## src/hdl/rps_defines.vh

```
`ifndef RPS_DEFINES_VH
`define RPS_DEFINES_VH

// ==================================================
// timing figures
`define RPS_CLK_NS      50
`define RPS_TICK_US     2000
`define RPS_LOCKOUT_MS  10000
`define RPS_WAKE_MS     33000
`define RPS_WINDOW_MS   66
`define RPS_BLINK0_MS   1000
`define RPS_BLINK1_MS   500

// derived counts: cycles per tick, then ticks per interval
`define RPS_TICK_CYC    ((`RPS_TICK_US * 1000) / `RPS_CLK_NS)
`define RPS_LOCKOUT_TK  ((`RPS_LOCKOUT_MS * 1000 + `RPS_TICK_US - 1) / `RPS_TICK_US)
`define RPS_WAKE_TK     ((`RPS_WAKE_MS * 1000) / `RPS_TICK_US)
`define RPS_WINDOW_TK   ((`RPS_WINDOW_MS * 1000) / `RPS_TICK_US)
`define RPS_BLINK0_TK   ((`RPS_BLINK0_MS * 1000) / `RPS_TICK_US)
`define RPS_BLINK1_TK   ((`RPS_BLINK1_MS * 1000) / `RPS_TICK_US)

// ==================================================
// register offsets
`define RPS_OFS_CTRL    8'h00
`define RPS_OFS_CB0     8'h04
`define RPS_OFS_CB1     8'h08
`define RPS_OFS_SLPT    8'h0C
`define RPS_OFS_SLPI    8'h10
`define RPS_OFS_VEN     8'h14
`define RPS_OFS_UVRST   8'h18
`define RPS_OFS_STAT    8'h1C
`define RPS_OFS_VTHR    8'h20
`define RPS_OFS_VDLY    8'h40
`define RPS_OFS_END     8'h60

// ==================================================
// control fields and reset values
`define RPS_CTRL_SLEEP  0
`define RPS_CTRL_WKTMR  1
`define RPS_CTRL_WKMAIN 2
`define RPS_CTRL_WKOVR  3
`define RPS_CTRL_POL    4
`define RPS_CTRL_RETRY  8
`define RPS_CTRL_DIR    16
`define RPS_CTRL_RST    32'h0000_030E
`define RPS_POL_TOGGLE  2'h0
`define RPS_POL_LIMITED 2'h1
`define RPS_POL_UNLIM   2'h2
`define RPS_RESP_OKAY   2'h0
`define RPS_RESP_SLVERR 2'h2

`endif

```

## src/hdl/rps_vchan.v

```verilog
`timescale 1ns/1ps
`include "rps_defines.vh"

// ==================================================
// one voltage threshold and delay channel
module rps_vchan #(
	parameter W = 16
) (
	input  wire          aclk,
	input  wire          aresetn,
	input  wire          tick,
	input  wire          en,
	input  wire          over,
	input  wire [W-1:0]  level,
	input  wire [W-1:0]  thresh,
	input  wire [31:0]   delay,
	output reg           fault,
	output wire          running
);
	reg  [31:0] cnt;
	wire        beyond;

	// direction of the crossing picks under or over
	assign beyond  = over ? (level > thresh) : (level < thresh);
	assign running = en & beyond & ~fault;

	// delay restarts as soon as the level comes back inside
	always @(posedge aclk) begin
		if (!aresetn || !en || !beyond) begin
			cnt   <= 32'h0000_0000;
			fault <= 1'b0;
		end else if (cnt == delay) begin
			fault <= 1'b1;
		end else if (tick) begin
			cnt <= cnt + 32'h0000_0001;
		end
	end
endmodule

```

## src/hdl/rps_supervisor.v

```verilog
// Functional notes
// - two programmable circuit-break current levels trip the switch, apart from fixed protection
// - uni-directional build sees source-to-load only; bi-directional picks direction per level
// - circuit-break trip blinks the fault indicator with that level's pattern
// - reset policy: main toggle, limited auto-retry or unlimited auto-retry
// - limited retry counts resets, then falls back to main trigger toggle
// - every circuit-break reset waits at least 10 s lockout after trip
// - switch opens when voltage stays beyond threshold for programmed delay
// - voltage thresholds in 0.1 V steps over the full range
// - voltage delays in 2 ms steps with a wide counter
// - four under- and four over-voltage channels, each independent
// - voltage fault opens switch; steady indicator only without higher faults
// - during voltage fault override closes switch only while main is active
// - idle: no timer running, no fixed or break fault, closed current below threshold
// - sleep timer runs while idle, cleared on any idle condition change
// - idle for full sleep time opens switch, darkens indicators, enters low power
// - wakes about every 33 s, restores state and monitors voltages and current
// - wake becomes permanent on idle change or source above under-voltage reset
// - no change within 66 ms returns to low power
// - main or override trigger change also ends sleep
// - timer, main and override wake sources each have their own enable
// - indicator shows highest-priority active fault, falling back when it clears
`timescale 1ns/1ps
`include "rps_defines.vh"

module rps_supervisor #(
	parameter        BIDIR         = 0,
	parameter [31:0] TICK_CYCLES   = `RPS_TICK_CYC,
	parameter [31:0] LOCKOUT_TICKS = `RPS_LOCKOUT_TK,
	parameter [31:0] WAKE_TICKS    = `RPS_WAKE_TK,
	parameter [31:0] WINDOW_TICKS  = `RPS_WINDOW_TK,
	parameter [31:0] BLINK0_TICKS  = `RPS_BLINK0_TK,
	parameter [31:0] BLINK1_TICKS  = `RPS_BLINK1_TK
) (
	input  wire        aclk,
	input  wire        aresetn,
	input  wire [7:0]  awaddr,
	input  wire        awvalid,
	output wire        awready,
	input  wire [31:0] wdata,
	input  wire [3:0]  wstrb,
	input  wire        wvalid,
	output wire        wready,
	output reg  [1:0]  bresp,
	output reg         bvalid,
	input  wire        bready,
	input  wire [7:0]  araddr,
	input  wire        arvalid,
	output wire        arready,
	output reg  [31:0] rdata,
	output reg  [1:0]  rresp,
	output reg         rvalid,
	input  wire        rready,
	input  wire        main_trig,
	input  wire        ovr_trig,
	input  wire [15:0] load_current,
	input  wire        current_rev,
	input  wire [15:0] source_volt,
	input  wire        oc_fault,
	input  wire        sc_fault,
	input  wire        ot_fault,
	input  wire        ext_blink,
	input  wire        trig_delay_busy,
	input  wire        prot_timer_busy,
	output reg         switch_close,
	output reg         fault_led,
	output wire        leds_off,
	output wire        low_power
);
	localparam ST_AWAKE = 2'h0;
	localparam ST_LP    = 2'h1;
	localparam ST_PEEK  = 2'h2;

	// ==================================================
	// declarations
	reg  [31:0] ctrl;
	reg  [31:0] cb_cfg [0:1];
	reg  [31:0] slp_time;
	reg  [15:0] slp_cur;
	reg  [7:0]  ven;
	reg  [15:0] uv_rst;
	reg  [15:0] vthr [0:7];
	reg  [31:0] vdly [0:7];
	reg         aw_hold;
	reg         w_hold;
	reg  [7:0]  aw_addr;
	reg  [31:0] w_data;
	reg  [3:0]  w_strb;
	reg  [31:0] rd_mux;
	reg         main_m;
	reg         main_s;
	reg         main_q;
	reg         ovr_m;
	reg         ovr_s;
	reg         ovr_q;
	reg  [31:0] tick_cnt;
	reg         tick;
	reg         cb_trip;
	reg         cb_lvl;
	reg  [31:0] lock_cnt;
	reg         main_off;
	reg  [7:0]  retry_cnt;
	reg  [31:0] blink_cnt;
	reg         blink;
	reg  [1:0]  state;
	reg  [31:0] slp_cnt;
	reg  [31:0] wk_cnt;
	reg  [8:0]  prev_vec;
	wire [1:0]  cb_hit;
	wire [1:0]  cb_run;
	wire [7:0]  vfault;
	wire [7:0]  vrun;
	wire [8:0]  idle_vec;
	wire        idle;
	wire        vf;
	wire        lp;
	wire        lock_done;
	wire        auto_ok;
	wire        trig_wake;
	wire        uv_up;
	wire        next_switch;
	wire        next_led;
	wire        going_lp;
	wire [31:0] half;
	wire [1:0]  pol;

	// ==================================================
	// write strobe merge
	function [31:0] merge;
		input [31:0] old;
		input [31:0] nw;
		input [3:0]  st;
		integer      b;
		begin
			merge = old;
			for (b = 0; b < 4; b = b + 1)
				if (st[b])
					merge[b*8 +: 8] = nw[b*8 +: 8];
		end
	endfunction

	// half-word merge keeps narrow registers from losing bits silently
	function [15:0] merge16;
		input [15:0] old;
		input [15:0] nw;
		input [1:0]  st;
		begin
			merge16 = old;
			if (st[0])
				merge16[7:0] = nw[7:0];
			if (st[1])
				merge16[15:8] = nw[15:8];
		end
	endfunction

	// ==================================================
	// bus slave: address and data taken in either order
	assign awready = ~aw_hold & ~bvalid;
	assign wready  = ~w_hold & ~bvalid;
	assign arready = ~rvalid;

	// register writes complete when both halves are held
	always @(posedge aclk) begin : wr_proc
		integer k;
		if (!aresetn) begin
			aw_hold  <= 1'b0;
			w_hold   <= 1'b0;
			aw_addr  <= 8'h00;
			w_data   <= 32'h0000_0000;
			w_strb   <= 4'h0;
			bvalid   <= 1'b0;
			bresp    <= `RPS_RESP_OKAY;
			ctrl     <= `RPS_CTRL_RST;
			slp_time <= 32'h0000_0000;
			slp_cur  <= 16'h0000;
			ven      <= 8'h00;
			uv_rst   <= 16'h0000;
			cb_cfg[0] <= 32'hFFFF_FFFF;
			cb_cfg[1] <= 32'hFFFF_FFFF;
			for (k = 0; k < 8; k = k + 1) begin
				vthr[k] <= 16'h0000;
				vdly[k] <= 32'h0000_0000;
			end
		end else begin
			if (awvalid && awready) begin
				aw_hold <= 1'b1;
				aw_addr <= awaddr;
			end
			if (wvalid && wready) begin
				w_hold <= 1'b1;
				w_data <= wdata;
				w_strb <= wstrb;
			end
			if (bvalid && bready)
				bvalid <= 1'b0;
			if (aw_hold && w_hold && !bvalid) begin
				aw_hold <= 1'b0;
				w_hold  <= 1'b0;
				bvalid  <= 1'b1;
				bresp   <= (aw_addr < `RPS_OFS_END) ? `RPS_RESP_OKAY : `RPS_RESP_SLVERR;
				case (aw_addr[7:2])
				`RPS_OFS_CTRL >> 2:  ctrl      <= merge(ctrl, w_data, w_strb);
				`RPS_OFS_CB0 >> 2:   cb_cfg[0] <= merge(cb_cfg[0], w_data, w_strb);
				`RPS_OFS_CB1 >> 2:   cb_cfg[1] <= merge(cb_cfg[1], w_data, w_strb);
				`RPS_OFS_SLPT >> 2:  slp_time  <= merge(slp_time, w_data, w_strb);
				`RPS_OFS_SLPI >> 2:  slp_cur   <= merge16(slp_cur, w_data[15:0], w_strb[1:0]);
				`RPS_OFS_VEN >> 2:   ven       <= w_strb[0] ? w_data[7:0] : ven;
				`RPS_OFS_UVRST >> 2: uv_rst    <= merge16(uv_rst, w_data[15:0], w_strb[1:0]);
				default: begin
					if (aw_addr[7:5] == 3'h1)
						vthr[aw_addr[4:2]] <= merge16(vthr[aw_addr[4:2]], w_data[15:0], w_strb[1:0]);
					if (aw_addr[7:5] == 3'h2)
						vdly[aw_addr[4:2]] <= merge(vdly[aw_addr[4:2]], w_data, w_strb);
				end
				endcase
			end
		end
	end

	// read mux; unmapped words read as zero
	always @* begin
		rd_mux = 32'h0000_0000;
		case (araddr[7:2])
		`RPS_OFS_CTRL >> 2:  rd_mux = ctrl;
		`RPS_OFS_CB0 >> 2:   rd_mux = cb_cfg[0];
		`RPS_OFS_CB1 >> 2:   rd_mux = cb_cfg[1];
		`RPS_OFS_SLPT >> 2:  rd_mux = slp_time;
		`RPS_OFS_SLPI >> 2:  rd_mux = {16'h0000, slp_cur};
		`RPS_OFS_VEN >> 2:   rd_mux = {24'h00_0000, ven};
		`RPS_OFS_UVRST >> 2: rd_mux = {16'h0000, uv_rst};
		`RPS_OFS_STAT >> 2:  rd_mux = {state, retry_cnt, vfault, 9'h000, lp, idle, cb_lvl, cb_trip, switch_close};
		default: begin
			if (araddr[7:5] == 3'h1)
				rd_mux = {16'h0000, vthr[araddr[4:2]]};
			if (araddr[7:5] == 3'h2)
				rd_mux = vdly[araddr[4:2]];
		end
		endcase
	end

	// read answer one cycle after the address is taken
	always @(posedge aclk) begin
		if (!aresetn) begin
			rvalid <= 1'b0;
			rdata  <= 32'h0000_0000;
			rresp  <= `RPS_RESP_OKAY;
		end else if (arvalid && arready) begin
			rvalid <= 1'b1;
			rdata  <= rd_mux;
			rresp  <= (araddr < `RPS_OFS_END) ? `RPS_RESP_OKAY : `RPS_RESP_SLVERR;
		end else if (rvalid && rready) begin
			rvalid <= 1'b0;
		end
	end

	// ==================================================
	// trigger pins: two flops, third flop only for edges
	always @(posedge aclk) begin
		if (!aresetn) begin
			{main_m, main_s, main_q} <= 3'h0;
			{ovr_m, ovr_s, ovr_q}    <= 3'h0;
		end else begin
			{main_m, main_s, main_q} <= {main_trig, main_m, main_s};
			{ovr_m, ovr_s, ovr_q}    <= {ovr_trig, ovr_m, ovr_s};
		end
	end

	// free-running tick; every delay counts these, not clocks
	always @(posedge aclk) begin
		if (!aresetn || tick_cnt == TICK_CYCLES - 32'h1) begin
			tick_cnt <= 32'h0000_0000;
			tick     <= aresetn;
		end else begin
			tick_cnt <= tick_cnt + 32'h1;
			tick     <= 1'b0;
		end
	end

	// ==================================================
	// circuit-break levels, one counter each
	genvar g;
	generate
		for (g = 0; g < 2; g = g + 1) begin : cb_gen
			reg  [15:0] cnt;
			wire        dir_ok;
			wire        over;
			assign dir_ok = (BIDIR != 0) ? (current_rev == ctrl[`RPS_CTRL_DIR + g]) : ~current_rev;
			assign over   = dir_ok & switch_close & (load_current >= cb_cfg[g][15:0]);
			assign cb_hit[g] = over & (cnt == cb_cfg[g][31:16]);
			assign cb_run[g] = over & ~cb_hit[g];
			always @(posedge aclk) begin
				if (!aresetn || !over || cb_trip)
					cnt <= 16'h0000;
				else if (tick && !cb_hit[g])
					cnt <= cnt + 16'h0001;
			end
		end
	endgenerate

	// ==================================================
	// trip, lockout and reset policy
	assign pol       = ctrl[`RPS_CTRL_POL +: 2];
	assign lock_done = (lock_cnt == LOCKOUT_TICKS);
	assign auto_ok   = (pol == `RPS_POL_UNLIM) ||
	                   (pol == `RPS_POL_LIMITED && retry_cnt != ctrl[`RPS_CTRL_RETRY +: 8]);

	// toggle means main seen inactive, then active after the lockout
	always @(posedge aclk) begin
		if (!aresetn) begin
			cb_trip   <= 1'b0;
			cb_lvl    <= 1'b0;
			lock_cnt  <= 32'h0000_0000;
			main_off  <= 1'b0;
			retry_cnt <= 8'h00;
		end else if (!cb_trip) begin
			if (|cb_hit) begin
				cb_trip  <= 1'b1;
				cb_lvl   <= ~cb_hit[0];
				lock_cnt <= 32'h0000_0000;
				main_off <= 1'b0;
			end else if (main_q && !main_s) begin
				retry_cnt <= 8'h00;
			end
		end else begin
			if (tick && !lock_done)
				lock_cnt <= lock_cnt + 32'h1;
			if (!main_s)
				main_off <= 1'b1;
			if (lock_done) begin
				if (auto_ok) begin
					cb_trip <= 1'b0;
					if (pol == `RPS_POL_LIMITED)
						retry_cnt <= retry_cnt + 8'h01;
				end else if (main_off && main_s) begin
					cb_trip   <= 1'b0;
					retry_cnt <= 8'h00;
				end
			end
		end
	end

	// ==================================================
	// voltage channels: 0..3 under, 4..7 over
	genvar v;
	generate
		for (v = 0; v < 8; v = v + 1) begin : vch_gen
			rps_vchan #(
				.W (16)
			) u_vchan (
				.aclk    (aclk),
				.aresetn (aresetn),
				.tick    (tick),
				.en      (ven[v] & ~lp),
				.over    (v >= 4),
				.level   (source_volt),
				.thresh  (vthr[v]),
				.delay   (vdly[v]),
				.fault   (vfault[v]),
				.running (vrun[v])
			);
		end
	endgenerate

	assign vf = |vfault;

	// ==================================================
	// switch drive and fault indicator
	// the step into low power is decoded early so the first sleeping cycle is already dark
	assign going_lp    = (state == ST_AWAKE && ctrl[`RPS_CTRL_SLEEP] && idle && idle_vec == prev_vec &&
	                      slp_cnt == slp_time) ||
	                     (state == ST_PEEK && !trig_wake && idle && !uv_up && tick &&
	                      wk_cnt == WINDOW_TICKS - 32'h1);
	assign next_switch = ~lp & ~going_lp & main_s & ~cb_trip & ~oc_fault & ~sc_fault & ~ot_fault &
	                     (~vf | ovr_s);
	assign half = cb_lvl ? BLINK1_TICKS : BLINK0_TICKS;

	// blink phase restarts on each trip so the pattern starts lit
	always @(posedge aclk) begin
		if (!aresetn || !cb_trip) begin
			blink_cnt <= 32'h0000_0000;
			blink     <= 1'b1;
		end else if (tick) begin
			if (blink_cnt == half - 32'h1) begin
				blink_cnt <= 32'h0000_0000;
				blink     <= ~blink;
			end else begin
				blink_cnt <= blink_cnt + 32'h1;
			end
		end
	end

	// fixed-fault patterns come from outside; priority picks one
	assign next_led = (lp | going_lp) ? 1'b0 :
	                  (oc_fault | sc_fault) ? ext_blink :
	                  cb_trip ? blink :
	                  ot_fault ? ext_blink : vf;

	always @(posedge aclk) begin
		if (!aresetn) begin
			switch_close <= 1'b0;
			fault_led    <= 1'b0;
		end else begin
			switch_close <= next_switch;
			fault_led    <= next_led;
		end
	end

	// ==================================================
	// idle detection and sleep sequencing
	assign idle_vec  = {trig_delay_busy, prot_timer_busy, |vrun, |cb_run, ot_fault,
	                    oc_fault, sc_fault, cb_trip, switch_close & (load_current >= slp_cur)};
	assign idle      = ~|idle_vec;
	assign lp        = (state == ST_LP);
	assign low_power = lp;
	assign leds_off  = lp;
	assign trig_wake = (ctrl[`RPS_CTRL_WKMAIN] & (main_s ^ main_q)) |
	                   (ctrl[`RPS_CTRL_WKOVR] & (ovr_s ^ ovr_q));
	assign uv_up     = (|ven[3:0]) & (source_volt > uv_rst);

	// idle is all-zero on entry to sleep, so any set bit in a peek is a change
	always @(posedge aclk) begin
		if (!aresetn) begin
			state    <= ST_AWAKE;
			slp_cnt  <= 32'h0000_0000;
			wk_cnt   <= 32'h0000_0000;
			prev_vec <= 9'h000;
		end else begin
			prev_vec <= idle_vec;
			case (state)
			ST_AWAKE: begin
				wk_cnt <= 32'h0000_0000;
				if (!ctrl[`RPS_CTRL_SLEEP] || !idle || idle_vec != prev_vec)
					slp_cnt <= 32'h0000_0000;
				else if (slp_cnt == slp_time)
					state <= ST_LP;
				else if (tick)
					slp_cnt <= slp_cnt + 32'h1;
			end
			ST_LP: begin
				slp_cnt <= 32'h0000_0000;
				if (trig_wake) begin
					state <= ST_AWAKE;
				end else if (ctrl[`RPS_CTRL_WKTMR] && tick) begin
					if (wk_cnt == WAKE_TICKS - 32'h1) begin
						state  <= ST_PEEK;
						wk_cnt <= 32'h0000_0000;
					end else begin
						wk_cnt <= wk_cnt + 32'h1;
					end
				end
			end
			ST_PEEK: begin
				if (trig_wake || !idle || uv_up) begin
					state <= ST_AWAKE;
				end else if (tick) begin
					if (wk_cnt == WINDOW_TICKS - 32'h1) begin
						state  <= ST_LP;
						wk_cnt <= 32'h0000_0000;
					end else begin
						wk_cnt <= wk_cnt + 32'h1;
					end
				end
			end
			default: state <= ST_AWAKE;
			endcase
		end
	end
endmodule

```

## config.mk

```make
export PLATFORM = sky130hd
export DESIGN_NAME = rps_supervisor
export DESIGN_NICKNAME = d
export VERILOG_FILES = /design/src/hdl/rps_vchan.v /design/src/hdl/rps_supervisor.v
export VERILOG_INCLUDE_DIRS = /design/src /design/src/hdl
export SDC_FILE = /design/constraint.sdc
export NUM_CORES = 2
export LEC_CHECK = 0
export ABC_AREA = 1
export BUFFER_PORTS_ARGS = -buffer_cell sky130_fd_sc_hd__buf_2
export CORE_MARGIN = 2
export CORE_UTILIZATION = 57
export DETAILED_ROUTE_END_ITERATION = 7
export GPL_TIMING_DRIVEN = 0
export PLACE_DENSITY = 0.86
export SKIP_CTS_REPAIR_TIMING = 1
export SLEW_MARGIN = 40
export SYNTH_ARGS = -nofsm -noshare
export SYNTH_HDL_FRONTEND = slang
export SYNTH_SLANG_ARGS = --single-unit
```

## constraint.sdc

```tcl
create_clock -name aclk -period 2.4 [get_ports aclk]
set_input_delay 0.12 -clock aclk [delete_from_list [all_inputs] [get_ports aclk]]
set_output_delay 0.12 -clock aclk [all_outputs]
set_load 0.01 [all_outputs]
```

* Word level (Yosys, flattened, before mapping) *
Memories as Yosys holds them, arrays and structs flattened.
Cells that the tools add are included.

operators by class
  add/sub/neg operators = 17
  $lt $le $gt $ge = 14
  equality and inequality tests = 64
  mux-type cells = 141
  bitwise gates (word level) = 84
  reduce and logical (&&, ||, !) cells = 135

operators with widths
  cell                   number
  $mux 8                 69
  $mux 32                17
  $add 32x1->32 const B  13
  $eq 32x32->1           10
  $pmux 32 s8            1
  $pmux 32 s3            1
  $gt 16x16->1           5
  $lt 16x16->1           4
  $pmux 32 s2            1
  $ge 16x16->1           3
  $and 1x1->1            44
  $eq 6x3->1 const B     7
  $reduce_and 3->1       14
  $reduce_and 2->1       18
  $mux 1                 34
  $add 16x1->16 const B  2
  $eq 16x16->1           2
  $eq 32x13->1 const B   1
  $eq 32x15->1 const B   1
  $eq 32x16->1 const B   1
  $eq 32x6->1 const B    1
  $mux 16                2
  $not 1->1              32
  $reduce_or 32->1       1
  39 further kinds       171

storage, ports and cells
  flip-flop bits (word level) = 676
  RAM bits = 448
  bits of input ports = 100
  output and inout bits = 45
  word-level logic and storage cells = 520
  memories kept = 3

memories
  name    depth  bits a word  read ports  clocked after memory_dff  write ports  RTL line             source
  vdly    8      32           9           0                         8            rps_supervisor.v:83  reg [31:0] vdly [0:7];
  vthr    8      16           9           0                         8            rps_supervisor.v:82  reg [15:0] vthr [0:7];
  cb_cfg  2      32           2           0                         2            rps_supervisor.v:77  reg [31:0] cb_cfg [0:1];

* Depth between registers and ports, before layout *
  depth in word-level cells = 21
  mapped depth = 23
  gate-level depth less buffers = 23

* By module *
A second synthesis with hierarchy kept.

second synthesis, totals
  cells, all modules = 9002
  area total of the unflattened synthesis = 65325.2 um^2

by module, submodules not included
  module          instances  cells each  area an instance (um^2)  seq. area each (um^2)
  rps_supervisor  1          4850        41071.9                  21620.7
  rps_vchan       8          519         3031.7                   660.6

* Worst setup path after synthesis *
Ideal clock, no wire load.

  kind = flip-flop to flip-flop
  from = register state[1]
  to = register slp_cnt[30]
  library setup time = 0.113 ns
  arrival time = 2.161 ns
  required time = 2.287 ns
  setup slack = 0.127 ns
  stages on the path, launching flop included = 20
  buffers on the path = 1
  clock period less this slack = 2.273 ns
  cell sequence = dfxtp_1 > inv_1 > ha_1 > inv_2 > nand2_1 > a211oi_1 > nand3_1 > nor2_1 > nand3_1 > nand2_1 > nor2_1 > nand2_2 > nor2_8 > nand2_1 > nand2_2 > nand2_2 > buf_2 > o21ai_1 > nand2_1 > nor2_1

on the way
  word-level cells in the longest chain between the ends = 10
  elaborated cells between the ends (all ways) = 38
  those cells by class = 4 x eq/ne; 2 x mux; 25 x bitwise; 7 x reduce/logical

RTL lines
  element                                                           RTL line                                    source
  start: declaration                                                rps_supervisor.v:105                        reg [1:0] state;
  start signal: assignment                                          rps_supervisor.v:423                        state <= ST_AWAKE;
  start signal: assignment                                          rps_supervisor.v:435                        state <= ST_LP;
  start signal: assignment                                          rps_supervisor.v:442                        state <= ST_AWAKE;
  $eq 2x1->1 (*)                                                    rps_supervisor.v:413                        assign lp = (state == ST_LP);
  named net leds_off                                                rps_supervisor.v:67                         output wire leds_off,
  $not 1->1                                                         rps_supervisor.v:353                        .en (ven[v] & ~lp),
  $and 1x1->1                                                       rps_supervisor.v:353
  $and 1x1->1 (2 in series)                                         rps_vchan.v:25                              assign running = en & beyond & ~fault;
  $reduce_or 8->1 or $reduce_or 17->1 (tied branches)               rps_supervisor.v:410, rps_supervisor.v:412
  $ne 9x9->1 or $logic_or 1x1->1 (tied branches)                    rps_supervisor.v:432                        if (!ctrl[`RPS_CTRL_SLEEP] || !idle || idle_vec != prev_vec)
  $logic_or 1x1->1                                                  rps_supervisor.v:432
  $ne 3x2->1 (no source line) or $mux 32 (tied branches)            --
  $reduce_and 3->1 (no source line) or $pmux 32 s2 (tied branches)  --
  end signal: assignment                                            rps_supervisor.v:437                        slp_cnt <= slp_cnt + 32'h1;
  end: declaration                                                  rps_supervisor.v:106                        reg [31:0] slp_cnt;

The timed path passes the listed nets; every way through them passes the cells marked *.
A chain may end at the register's enable or synchronous reset.

==> flow_metrics.tcl <==
set metrics [dict create \
    result_of_the_run "finished, violations left" \
    area_delta_synth_final_pct 18.08 \
    drv.max_cap_violation_count 0 \
    dominant_combinational_cell_family_by_area_after_synthesis "simple AND/OR/NAND/NOR gates" \
    worstSetupPathType "flip-flop to flip-flop" \
    number_of_stages_on_the_worst_hold_path 4 \
    pwr_cell_area_nw_per_um2 660.0 \
    cp_cell_instances "inv_1 -> ha_1 -> nand2_1 -> nor2_1 -> nand2_1 -> nand2_2 -> nand2_1 -> nand3_1 -> nand2_2 -> nor2_4 -> nand2_4 -> nor2_8 -> nand2_4 -> a21boi_4 -> buf_12 -> buf_8 -> nand2_2 -> nand2_1 -> nor2_1" \
    finalNonFillerCells 10130 \
    core_area_um2 108700 \
    pwr-share-clk_pct 43.3 \
    drt_first_pass_iters 7 \
    clockRootBuffer "clkbuf_16" \
    adder_and_majority_gate_portion_of_the_synthesized_area_pct 4.237 \
    first_pass_grt_wire_length_um 370100 \
    timing.hold.ws_ns -0.007603 \
    holdCritStartpoint "araddr[7]" \
    drtAntennaViolNets 0 \
    proportion_of_layout_cells_with_a_drive_suffix_above_1_pct 13.74 \
    cts_tree "done" \
    drtIter0Drc 9985 \
    intPower_mw 34.62 \
    detailroute.via_count 64450 \
    fin_crit_sh_pct 120.5 \
    cp_data_arrival_time_ns 3.52 \
    fp.dieArea_um2 112000 \
    tightestPinTransition_ns 1.024 \
    maxSlewHeadroom_pct 31.75 \
    timing.rr.start "vthr[2][7]" \
    total_negative_setup_slacks_ns -78.76 \
    place_hpwl_um 197200 \
    final_nets 8907 \
    io_pins 145 \
    synth-async-reset-ratio_pct 0 \
    synth.cell_area_um2 62300 \
    r2r_end "wk_cnt[16]" \
    drt_drc_violations_left 0 \
    cp_num_cells 19 \
    cts-htree-levels 4 \
    final_period_minus_worst_setup_slack_ns 2.893 \
    clock_tree.buffer_depth 3 \
    viasPerCell 6.364 \
    power.leakage_nw 26.75 \
    detail_route.wirelength_um 267600 \
    antenna_violations_before_repair 26 \
    global_route.overflow_total 0 \
    crit_path_start_kind "flip-flop" \
    violated_checks "negative hold slack, negative setup slack" \
    placement.io_buffers 137 \
    die-width_um 334.6 \
    post_synth_and_or_nand_nor_area_fraction_pct 26.19 \
    tritoncts.num_buffers 131 \
    gp_routability_congestion 1.086 \
    yosys.cell_types.count 61 \
    synth_enable_flop_cells 448 \
    synth.area.mux_share_pct 0 \
    setup_ws_ns -0.4927 \
    seq_area_frac_synth_pct 43.19 \
    cp_max_fo 8 \
    synth_compound_area_share_pct 12.12 \
    finClkSkew_ns 0.02591 \
    tritoncts_num_sinks 1120 \
    placed_cells_incl_taps 9732 \
    netSwitchingPower_mw 13.93 \
    critical_path.max_stage_delay_ns 0.35 \
    cts.clk_slew.worst_paths_ns 0.06 \
    power_switching_share_pct 28.69 \
    chipHeight_um 334.6 \
    filler_cell_count 8802 \
    min_path_type "input port to flip-flop" \
    grt_setup_unrepaired "yes" \
    pwr-share-seq_pct 43.0 \
    crit_top_cell "nand2_1" \
    timing.critical_path.buf_inv 3 \
    syn_area_per_cell_um2 7.622 \
    power.share.combinational_pct 13.7 \
    required_time_of_the_worst_setup_path_ns 3.02 \
    vdd_drop_max_mv 0.6798 \
    totalPowerFinal_mw 48.55 \
    rows 121 \
    ff2ff_path_depth 19 \
    grt_max_degree 17 \
    synth_xor_area_share_pct 6.607 \
    final-hold-violation-count 1 \
    ff2ff_setup_slack_ns -0.49 \
    synthCells 8174 \
    dp_slack_ns -1.324 \
    grt_util_all_layers_pct 45.04 \
    final-setup-viol-count 465 \
    prevailing_post_synth_register_cell "dfxtp_1" \
    grt_pass1_vias 56730 \
    max_freq_ghz 0.3457 \
    cpLargestDelayFamily "simple AND/OR/NAND/NOR gates" \
    drt-wirelength-per-cell_um 26.42 \
    worst_skew_pair.late_latency_ns 0.78 \
    synth-seq-cells 1120 \
    cp_slowest_cell "edfxtp_1" \
    fin_max_slew_vios 0 \
    synth-warning-count 0 \
    holdPathEnd "rdata[6]" \
    endpoint_kind "flip-flop" \
    initial_utilization_pct 57.31 \
]
metal layers:
layer | global-route usage [%] | wire, um
met1 | 57.51 | 96020
met2 | 65.93 | 109900
met3 | 13.74 | 37980
met4 | 29.59 | 23450
met5 | 0 | 193
state kept, by name, indices dropped and copies added (netlist names), 64 cells and up:
signal	count
vthr	128
vdly	256
cb_cfg	64
vch_gen.u_vchan.cnt	256
Yosys cell counts, drive strengths merged, types with 14 or more instances:
master  number  area share, %
a22oi       93            1.1
ha         211            4.2
nor3b       31           0.37
o21ai      322            2.6
clkbuf     255            1.5
nand3      274            2.2
xnor2      246            3.5
buf         60           0.51
dfxtp      672             22
nor4       105            1.1
a41oi       14           0.20
o21a        18           0.22
o211ai      29           0.35
or2         50           0.50
o22ai       97           0.97
nand4      199            2.0
a221oi      40           0.56
a31oi       23           0.23
xor2       224            3.1
nor2      1015            6.2
o311ai      17           0.24
a21oi      594            4.9
edfxtp     448             22
nor3       295            2.5
inv        921            5.5
nand2     1836             11
power groups by stage:
| stage | sequential (mW) | combinational, mW | clock (mW) |
|---|---|---|---|
| 6_report | 20.9 | 6.65 | 21.0 |
| 5_1_grt | 20.9 | 6.83 | 21.6 |
| 4_1_cts | 20.8 | 5.20 | 20.8 |
| 3_5_place_dp | 21.2 | 5.15 | 0 |
| 3_3_place_gp | 21.2 | 5.01 | 0 |
| 2_1_floorplan | 20.9 | 2.99 | 0 |
layout by cell type, fill, tap and decap left out, types with 29 or more instances in the layout:
| cell | n |
|---|---|
| a21oi_1 | 527 |
| a21oi_2 | 64 |
| a221oi_1 | 39 |
| a22oi_1 | 93 |
| buf_2 | 160 |
| buf_4 | 74 |
| clkbuf_1 | 131 |
| clkbuf_16 | 148 |
| clkbuf_2 | 122 |
| dfxtp_1 | 658 |
| dlygate4sd3_1 | 56 |
| edfxtp_1 | 448 |
| ha_1 | 190 |
| inv_1 | 873 |
| inv_2 | 42 |
| nand2_1 | 1656 |
| nand2_2 | 131 |
| nand2_4 | 45 |
| nand3_1 | 238 |
| nand4_1 | 199 |
| nor2_1 | 948 |
| nor2_2 | 35 |
| nor2_4 | 31 |
| nor3_1 | 262 |
| nor3b_1 | 31 |
| nor4_1 | 100 |
| o211ai_1 | 29 |
| o21ai_0 | 260 |
| o21ai_2 | 37 |
| o22ai_1 | 97 |
| or2_2 | 41 |
| xnor2_1 | 246 |
| xor2_1 | 224 |
metrics by stage:
stage                     area [um2]  utilization [%]
after floorplan                62310                -
after global placement         64760            59.58
after detailed placement       65020            59.82
after CTS                      69480            63.92
after global routing           73550            67.66
final                          73570            67.68
layout make-up:
class | instances | area (um2) | share of cell area, %
multi-input combinational | 5810 | 32850 | 44.65
sequential | 1120 | 26930 | 36.60
clock buffer | 175 | 3765 | 5.118
inverter | 931 | 3537 | 4.808
timing repair buffer | 300 | 2402 | 3.266
tap | 1414 | 1769 | 2.405
buffer | 302 | 1602 | 2.177
clock inverter | 66 | 691.9 | 0.9405
antenna | 9 | 22.52 | 0.03061
worst register-to-register path, cell delays in order (launching register included):
cell	delay [ns]
edfxtp_1	0.35
inv_1	0.05
ha_1	0.29
nand2_1	0.08
nor2_1	0.14
nand2_1	0.11
nand2_2	0.15
nand2_1	0.09
nand3_1	0.10
nand2_2	0.08
nor2_4	0.30
nand2_4	0.12
nor2_8	0.18
nand2_4	0.08
a21boi_4	0.20
buf_12	0.17
buf_8	0.13
nand2_2	0.04
nand2_1	0.06
nor2_1	0.04
how the worst max path moves through the flow:
stage	start	endpoint	slack (ns)
3_5_place_dp	state[0]	wk_cnt[29]	-1.32
3_3_place_gp	aresetn	cb_cfg[0][28]	-2.08
5_1_grt	vthr[1][3]	wk_cnt[31]	-0.56
6_report	vthr[2][7]	wk_cnt[16]	-0.49
2_1_floorplan	state[1]	slp_cnt[30]	0.13
4_1_cts	state[0]	wk_cnt[29]	-1.35
cells by family after synthesis:
group / Yosys count
simple gates: 3822
compound gates: 1304
buf+inv: 1246
flops: 1120
xor+xnor: 470
fa+ha+maj: 211
other cells: 1
No activity file was read; power rests on OpenSTA's default activity.
